### config.mk
export PLATFORM = sky130hd
export DESIGN_NAME = oag_operand_address_generator
export DESIGN_NICKNAME = d
export VERILOG_FILES = /design/src/hw/oag_operand_address_generator.v
export VERILOG_INCLUDE_DIRS = /design/src /design/src/hw
export SDC_FILE = /design/constraint.sdc
export NUM_CORES = 1
export LEC_CHECK = 0
export BUFFER_PORTS_ARGS = -buffer_cell sky130_fd_sc_hd__buf_2
export CAP_MARGIN = 40
export CORE_ASPECT_RATIO = 2
export CORE_MARGIN = 5
export CORE_UTILIZATION = 30
export CTS_BUF_LIST = sky130_fd_sc_hd__clkbuf_8
export DETAILED_ROUTE_END_ITERATION = 7
export PLACE_DENSITY = 0.59
export SYNTH_ARGS = -nofsm -noshare
export SYNTH_HDL_FRONTEND = slang
export SYNTH_SLANG_ARGS = --single-unit
### constraint.sdc
create_clock -name clk -period 8.3 [get_ports clk]
set_input_delay 1.66 -clock clk [delete_from_list [all_inputs] [get_ports clk]]
set_output_delay 1.66 -clock clk [all_outputs]
set_load 0.01 [all_outputs]
### src/hw/oag_regs.vh
// Operand address generator constants: mode codes, ranges and widths
`ifndef OAG_REGS_VH
`define OAG_REGS_VH

// Operand mode codes presented on reqMode
`define OAG_MODE_IMM    4'h0
`define OAG_MODE_WREG   4'h1
`define OAG_MODE_WPAIR  4'h2
`define OAG_MODE_REG8   4'h3
`define OAG_MODE_PAIR8  4'h4
`define OAG_MODE_IWREG  4'h5
`define OAG_MODE_IWPAIR 4'h6
`define OAG_MODE_IREG8  4'h7
`define OAG_MODE_IPAIR8 4'h8
`define OAG_MODE_INDEX  4'h9
`define OAG_MODE_JPABS  4'ha
`define OAG_MODE_JPREL  4'hb

// Escaped 8-bit register range high nibble (E0h-EFh)
`define OAG_ESC_NIBBLE  4'he

// Pointer field positions
`define OAG_RP_LO_MSB   3
`define OAG_RP_HI_LSB   4

// Answer destinations on ansKind
`define OAG_KIND_NONE   2'h0
`define OAG_KIND_REG    2'h1
`define OAG_KIND_PROG   2'h2
`define OAG_KIND_PC     2'h3

`endif

### src/hw/oag_operand_address_generator.v
// Operand address generator: maps operand forms to register/program addresses
`timescale 1ns/1ps
`default_nettype none
`include "oag_regs.vh"

// Summary of operation
// - Immediate operand is fetched from program memory after the opcode.
// - Working register n maps to pointer low, pointer high, then n.
// - Working pair uses even index only, same pointer concatenation.
// - 8-bit register 00h-DFh or F0h-FFh maps to pointer low above operand.
// - Escaped range E0h-EFh maps to working register via pointer nibbles.
// - 8-bit register pair maps exactly like single 8-bit register.
// - Indirect working register: pointer low above its 8-bit content.
// - Indirect working pair: 12-bit register or 16-bit program address.
// - Indirect 8-bit register: pointer low above that register's content.
// - Indirect register pair yields a 16-bit program memory address.
// - Indexed: base plus signed offset register, pointer low above.
// - Direct jump loads program counter with 16-bit address.
// - Relative jump adds signed 8-bit offset to next instruction address.
module oag_operand_address_generator (
  // Clock and reset
  input  wire        clk,
  input  wire        rst,
  // Register pointer
  input  wire [7:0]  register_pointer,
  // Request from decode
  input  wire        reqValid,
  input  wire [3:0]  reqMode,
  input  wire [7:0]  reqOperand,
  input  wire [7:0]  reqOperandHi,
  input  wire [15:0] nextPc,
  input  wire        reqProgSpace,
  // Register-file read port for effective address fetch
  output reg         rfRead,
  output reg  [11:0] rfAddr,
  input  wire [7:0]  rfData,
  // Answer
  output reg         ansValid,
  output reg  [1:0]  ansKind,
  output reg  [11:0] ansRegAddr,
  output reg  [15:0] ansProgAddr,
  output reg         ansBadPair,
  output reg         busy
);

  // One-hot sequencer states
  localparam [3:0] ST_IDLE = 4'b0001;
  localparam [3:0] ST_RD0  = 4'b0010;
  localparam [3:0] ST_RD1  = 4'b0100;
  localparam [3:0] ST_DONE = 4'b1000;

  // Working register address from a 4-bit index
  function [11:0] wregAddr;
    input [7:0] rp;
    input [3:0] n;
    begin
      wregAddr = {rp[`OAG_RP_LO_MSB:0], rp[7:`OAG_RP_HI_LSB], n};
    end
  endfunction

  // 8-bit register address with escaped range substitution
  function [11:0] reg8Addr;
    input [7:0] rp;
    input [7:0] aa;
    begin
      if (aa[7:4] == `OAG_ESC_NIBBLE) begin
        reg8Addr = wregAddr(rp, aa[3:0]);
      end else begin
        reg8Addr = {rp[`OAG_RP_LO_MSB:0], aa};
      end
    end
  endfunction

  reg [3:0]  state_q;
  reg [3:0]  mode_q;
  reg [7:0]  operand_q;
  reg        progSpace_q;
  reg [7:0]  firstByte_q;
  reg [11:0] pairAddr_q;

  // Sequencer: single-cycle forms answer directly, indirect forms read first
  always @(posedge clk or posedge rst) begin
    if (rst) begin
      state_q     <= ST_IDLE;
      mode_q      <= 4'h0;
      operand_q   <= 8'h00;
      progSpace_q <= 1'b0;
      firstByte_q <= 8'h00;
      pairAddr_q  <= 12'h000;
      rfRead      <= 1'b0;
      rfAddr      <= 12'h000;
      ansValid    <= 1'b0;
      ansKind     <= `OAG_KIND_NONE;
      ansRegAddr  <= 12'h000;
      ansProgAddr <= 16'h0000;
      ansBadPair  <= 1'b0;
      busy        <= 1'b0;
    end else begin
      ansValid <= 1'b0;
      rfRead   <= 1'b0;
      case (state_q)
        ST_IDLE: begin
          if (reqValid) begin
            mode_q      <= reqMode;
            operand_q   <= reqOperand;
            progSpace_q <= reqProgSpace;
            ansBadPair  <= 1'b0;
            case (reqMode)
              `OAG_MODE_IMM: begin
                ansValid    <= 1'b1;
                ansKind     <= `OAG_KIND_PROG;
                ansProgAddr <= nextPc;
              end
              `OAG_MODE_WREG: begin
                ansValid   <= 1'b1;
                ansKind    <= `OAG_KIND_REG;
                ansRegAddr <= wregAddr(register_pointer, reqOperand[3:0]);
              end
              `OAG_MODE_WPAIR: begin
                ansValid   <= 1'b1;
                ansKind    <= `OAG_KIND_REG;
                ansBadPair <= reqOperand[0];
                ansRegAddr <= wregAddr(register_pointer,
                                       {reqOperand[3:1], 1'b0});
              end
              `OAG_MODE_REG8, `OAG_MODE_PAIR8: begin
                ansValid   <= 1'b1;
                ansKind    <= `OAG_KIND_REG;
                ansRegAddr <= reg8Addr(register_pointer, reqOperand);
                ansBadPair <= (reqMode == `OAG_MODE_PAIR8) & reqOperand[0];
              end
              `OAG_MODE_JPABS: begin
                ansValid    <= 1'b1;
                ansKind     <= `OAG_KIND_PC;
                ansProgAddr <= {reqOperandHi, reqOperand};
              end
              `OAG_MODE_JPREL: begin
                ansValid    <= 1'b1;
                ansKind     <= `OAG_KIND_PC;
                ansProgAddr <= nextPc +
                               {{8{reqOperand[7]}}, reqOperand};
              end
              `OAG_MODE_IWREG, `OAG_MODE_INDEX: begin
                // Index register holds the signed offset
                state_q <= ST_RD0;
                busy    <= 1'b1;
                rfRead  <= 1'b1;
                rfAddr  <= wregAddr(register_pointer, reqOperand[3:0]);
              end
              `OAG_MODE_IWPAIR: begin
                state_q    <= ST_RD0;
                busy       <= 1'b1;
                rfRead     <= 1'b1;
                pairAddr_q <= wregAddr(register_pointer,
                                       {reqOperand[3:1], 1'b0});
                rfAddr     <= wregAddr(register_pointer,
                                       {reqOperand[3:1], 1'b0});
              end
              `OAG_MODE_IREG8, `OAG_MODE_IPAIR8: begin
                state_q    <= ST_RD0;
                busy       <= 1'b1;
                rfRead     <= 1'b1;
                pairAddr_q <= reg8Addr(register_pointer, reqOperand);
                rfAddr     <= reg8Addr(register_pointer, reqOperand);
              end
              default: begin
                // Unknown mode answers with no destination
                ansValid <= 1'b1;
                ansKind  <= `OAG_KIND_NONE;
              end
            endcase
            // Index base travels in the high operand byte
            if (reqMode == `OAG_MODE_INDEX) begin
              operand_q <= reqOperandHi;
            end
          end
        end
        ST_RD0: begin
          // Read data is valid the cycle after rfRead
          state_q <= ST_RD1;
        end
        ST_RD1: begin
          firstByte_q <= rfData;
          if (mode_q == `OAG_MODE_IWREG || mode_q == `OAG_MODE_IREG8) begin
            ansKind    <= `OAG_KIND_REG;
            ansRegAddr <= {register_pointer[`OAG_RP_LO_MSB:0],
                           rfData};
            state_q    <= ST_DONE;
            ansValid   <= 1'b1;
            busy       <= 1'b0;
          end else if (mode_q == `OAG_MODE_INDEX) begin
            // 8-bit add wraps, pointer bits untouched
            ansKind    <= `OAG_KIND_REG;
            ansRegAddr <= {register_pointer[`OAG_RP_LO_MSB:0],
                           operand_q + rfData};
            state_q    <= ST_DONE;
            ansValid   <= 1'b1;
            busy       <= 1'b0;
          end else if (rfAddr == pairAddr_q) begin
            // Fetch low byte of the pair next
            rfRead  <= 1'b1;
            rfAddr  <= pairAddr_q + 12'h001;
            state_q <= ST_RD0;
          end else begin
            // Pair complete: high byte first, low byte second
            ansValid <= 1'b1;
            busy     <= 1'b0;
            state_q  <= ST_DONE;
            if (mode_q == `OAG_MODE_IWPAIR && !progSpace_q) begin
              ansKind    <= `OAG_KIND_REG;
              ansRegAddr <= {firstByte_q[3:0], rfData};
            end else begin
              ansKind     <= `OAG_KIND_PROG;
              ansProgAddr <= {firstByte_q, rfData};
            end
          end
        end
        ST_DONE: begin
          state_q <= ST_IDLE;
        end
        default: begin
          state_q <= ST_IDLE;
        end
      endcase
    end
  end

endmodule
`default_nettype wire

# Yosys cells after proc, flatten, opt, wreduce, memory -nomap -nowiden
# Index checks and enable logic that the tools add are counted.
[word_totals]
register_bits = 83
latchBits = 0
ramBits = 0
romBits = 0
inputBits = 56
out_inout_bits = 46
wordCells = 126
mem_count = 0
[op_classes]
n_addsub = 3
n_mul = 0
n_div = 0
n_lt_le_gt_ge = 0
eq_ne = 33
shift = 0
n_mux = 55
bitwise = 1
reduce_logical = 20
[op_table]
columns = ["operator", "n"]
rows = [
  ["$mux 12", 9],
  ["$mux 16", 5],
  ["$pmux 12 s2", 3],
  ["$pmux 12 s3", 2],
  ["$pmux 16 s3", 1],
  ["$eq 4x3->1 const B", 8],
  ["$pmux 16 s2", 1],
  ["$eq 4x4->1 const B", 6],
  ["$mux 4", 5],
  ["$add 16x16->16", 1],
  ["$mux 8", 2],
  ["$ne 2x2->1 const B", 8],
  ["$mux 1", 15],
  ["$add 12x1->12 const B", 1],
  ["$eq 12x12->1", 1],
  ["$eq 4x2->1 const B", 3],
  ["$ne 4x1->1 const B", 3],
  ["$pmux 4 s3", 1],
  ["$mux 2", 5],
  ["$add 8x8->8", 1],
  ["$eq 4x1->1 const B", 2],
  ["$ne 4x4->1 const B", 2],
  ["$pmux 1 s2", 4],
  ["$pmux 2 s4", 1],
  ["other kinds (16)", 22],
]

# Depth between registers and ports, before layout
[depth]
word_depth = 7
ltp_mapped = 10
mapped_depth_nobuf = 10

# Worst setup path before layout
# OpenSTA, ideal clock, no wires.
[synth_path]
path_type = "in2reg"
start = "input reqOperand[0]"
end = "register ansProgAddr[14]"
setup_time_ns = 0.131
arrival_time_ns = 3.530
required_time_ns = 8.169
path_slack_ns = 4.639
path_stages = 10
path_buffers = 0
cell_sequence = "ha_1 -> inv_1 -> fa_1 -> nand2b_1 -> a21oi_1 -> a211oi_1 -> o21ai_0 -> or4_1 -> nand3_1 -> a31oi_1"
[synth_between]
elab_chain_len = 4
[synth_rtl]
columns = ["item", "line", "source"]
rows = [
  ["start, declared", "oag_operand_address_generator.v:29", "input wire [7:0] reqOperand,"],
  ["$add 16x16->16", "oag_operand_address_generator.v:140", "ansProgAddr <= nextPc +"],
  ["$pmux 16 s3", "oag_operand_address_generator.v:108", "case (reqMode)"],
  ["$mux 16", "oag_operand_address_generator.v:103", "if (reqValid) begin"],
  ["$pmux 16 s2", "oag_operand_address_generator.v:101", "case (state_q)"],
  ["end signal, assigned", "oag_operand_address_generator.v:112", "ansProgAddr <= nextPc;"],
  ["end signal, assigned", "oag_operand_address_generator.v:135", "ansProgAddr <= {reqOperandHi, reqOperand};"],
  ["end signal, assigned", "oag_operand_address_generator.v:140", ""],
  ["end, declared", "oag_operand_address_generator.v:41", "output reg [15:0] ansProgAddr,"],
]
# Every way passes these cells. The select of a mux whose other input is x is not followed.
# A chain may end at the register's enable or synchronous reset.

# Worst setup path after layout
# Same ends and word-level chain as after synthesis.

==> results.ini <==
[die]
pin_count = 102
die_h_um = 200
rows = 69
fp.coreArea_um2 = 17800
die_area_um2 = 21000
die_w_um = 105
start_util_pct = 30.5

[timing]
rsz0062_at_grt = false
maxSlewHeadroom_pct = 42.7
maxSlewViolCount = 0
tns_ns = 0
fmax_ghz = 0.259
finalSetupViolations = 0
period_needed_ns = 3.87
min_period_over_period_pct = 46.6
worstMarginPinSlew_ns = 0.860
hold_viol = 0
skew_ns = 0.0126

[worst_setup_path]
crit_required_ns = 8.54
worstSetupStartpointType = input port
regToRegStartpoint = state_q[1]
critPathKind = in -> reg
reg2reg_slack_ns = 5.17
end_kind = flip-flop
worstPathMaxFanout = 7
arrival_ns = 4.10
reg2reg_to = ansProgAddr[9]
reg2reg_depth = 8

[clock_tree]
clkLatencyLatePin_ns = 0.39
clock-sinks = 83
clockRootBuffer = clkbuf_8
cts_buffers = 9
cts_tree = done
postCtsSetupRepairBufs = 0
htreeDepth = 3
cts_buffer_depth = 2
post_cts_resized = 0
ctsHoldBuffers = 0
cts.clk_slew.worst_paths_ns = 0.10

[hold_path]
hold_class = reg -> reg
hold_path.startpoint = ansRegAddr[10]
hold_depth = 2
min_to = ansRegAddr[10]

[routing]
drt_first_pass_iters = 7
vias = 5039
drc = 0
drtAntennaViolNets = 0
viasPerCell = 5.44
drtIter0Drc = 277
finalWirelength_mm = 19.3
wl_per_cell_um = 20.8

[finish]
final_common_cell = nand2_1
syn_to_final_growth_pct = 16.6
nNetsFinal = 789
mostFrequentLayoutCells = 118 x nand2_1, 101 x buf_2, 82 x dfrtp_1, 69 x o21ai_0, 37 x nor2_1
drive_above_1_share_pct = 21.9

[synth]
synth_warnings = 0
yosys.area.top_type = dfrtp_1
synth_top_area_share_pct = 37.9
async_flop_share_pct = 100
syn_area_um2 = 5420
syn_inst = 619
synth_edf_count = 0
synthTopCellsByArea = dfrtp_1 38%, nand2_1 8.2%, o21ai_0 6.4%, ha_1 5.3%, xor2_1 4.7%
syn_nets = 700
ys_ff_latch = 83
avgSynthCellArea_um2 = 8.76
yosysUniqueCellTypes = 64
synth_ff_type = dfrtp_1
ys_seq_area_share_pct = 38.3

[power]
ir_drop_mv = 0.0867
p_sw_uw = 504
seq_power_share_pct = 44.7
p_clk_share_pct = 22.3
netSwitchingFraction_pct = 38.6
p_total_uw = 1310
p_leak_uw = 0.00291
p_int_uw = 803
combPwrFrac_pct = 33.0
powerDensity_nw_per_um2 = 207

[global_route]
antenna_found_initial = 1
grt_overflow = 0
grt_pass1_vias = 4991
grt.total_usage_pct = 18.0
grt_pass1_wl_mm = 29.1
grt_max_degree = 54

[outcome]
status = complete, no violations

[place]
gp_congestion = 0.916
dpl.hpwl_mm = 15.0
port_buffers = 101

[flow_run]
maxCapViolations = 0

metal layers:
metal,vias up,global-route usage [%],share of wire [%]
li1,2409,-,-
met1,2425,19.1,37
met2,165,33.5,55
met3,40,2.45,3.5
met4,0,10.7,4.9
met5,-,0,0
state kept, by name (all words and copies together) (netlist names), 2 cells and up:
signal       count
rfAddr          12
pairAddr_q      12
mode_q           4
operand_q        8
ansProgAddr     16
firstByte_q      8
ansRegAddr      12
state_q          4
ansKind          2
power groups by stage:
stage | Clock, uW | Sequential [uW] | Combinational [uW]
after floorplan | 0 | 603 | 243
after global placement | 0 | 591 | 429
after detailed placement | 0 | 593 | 435
after CTS | 297 | 585 | 437
after global routing | 311 | 596 | 481
final | 292 | 584 | 431
cell usage after synthesis, drive strengths merged (2+ instances only):
master  count
inv        12
nand2b      7
a221oi      7
and2        3
a211oi      8
a31oi       6
o311a       2
o211ai      7
a222oi      4
ha         23
nor4        3
mux2i      15
and3        8
nor2       37
xor2       29
o21a        6
buf         9
a22o        2
a221o       5
o22ai       9
a21oi      34
nand3      12
or3         2
o31ai       5
o21ai      77
o21bai      4
clkbuf     21
nor3        5
xnor2      11
nor4b       3
or4         2
mux2       16
a21o        5
dfrtp      82
nand4       2
fa          2
nand2     119
worst max-delay path: stages:
cell      delay, ns
buf_2          0.17
ha_1           0.26
inv_1          0.08
fa_1           0.19
nand2b_1       0.14
a21oi_1        0.07
a211oi_1       0.48
o21ai_0        0.33
or4_1          0.56
nand3_1        0.08
a31oi_1        0.08
cell families (layout without fill, tap and decap cells):
family / count (synthesis) / after routing / share of synthesized area (%)
compound gates: 187 / 187 / 21.8
xor+xnor: 40 / 40 / 6.46
fa+ha+maj: 25 / 25 / 6.05
buf+inv: 42 / 136 / 3.37
flops: 83 / 83 / 38.3
mux: 31 / 31 / 6.09
other cells: 0 / 1 / 0
simple gates: 211 / 211 / 17.8
final cells by class:
cell class	count	area, um^2
Multi-Input combinational cell	494	3170
Fill cell	1913	11500
Clock buffer	9	124
Inverter	12	46.3
Clock inverter	7	58.8
Antenna cell	1	2.50
Timing Repair Buffer	108	578
Tap cell	213	267
Sequential cell	83	2080
worst max-delay path by stage:
stage | start | to | slack (ns) | cells past startpoint
global placement | reqOperand[0] | ansProgAddr[14] | 4.11 | 11
finish | reqOperand[0] | ansProgAddr[14] | 4.43 | 11
detailed placement | reqOperand[0] | ansProgAddr[14] | 4.08 | 11
floorplan | rst | ansBadPair | 4.50 | 1
global route | reqOperand[0] | ansProgAddr[14] | 4.33 | 11
CTS | reqOperand[0] | ansProgAddr[14] | 4.48 | 11
through the flow:
step	setup WS (ns)	cell area, um^2	instances	utilization (%)	hold slack, ns
after floorplan	4.50	5420	619	-	0.439
after detailed placement	4.08	6140	910	34.5	0.461
final	4.43	6320	927	35.5	0.482
after global placement	4.11	6090	907	34.3	0.452
after global routing	4.33	6320	927	35.5	0.509
after CTS	4.48	6320	926	35.5	0.483
Note: power is estimated with default switching activity, not from simulation.
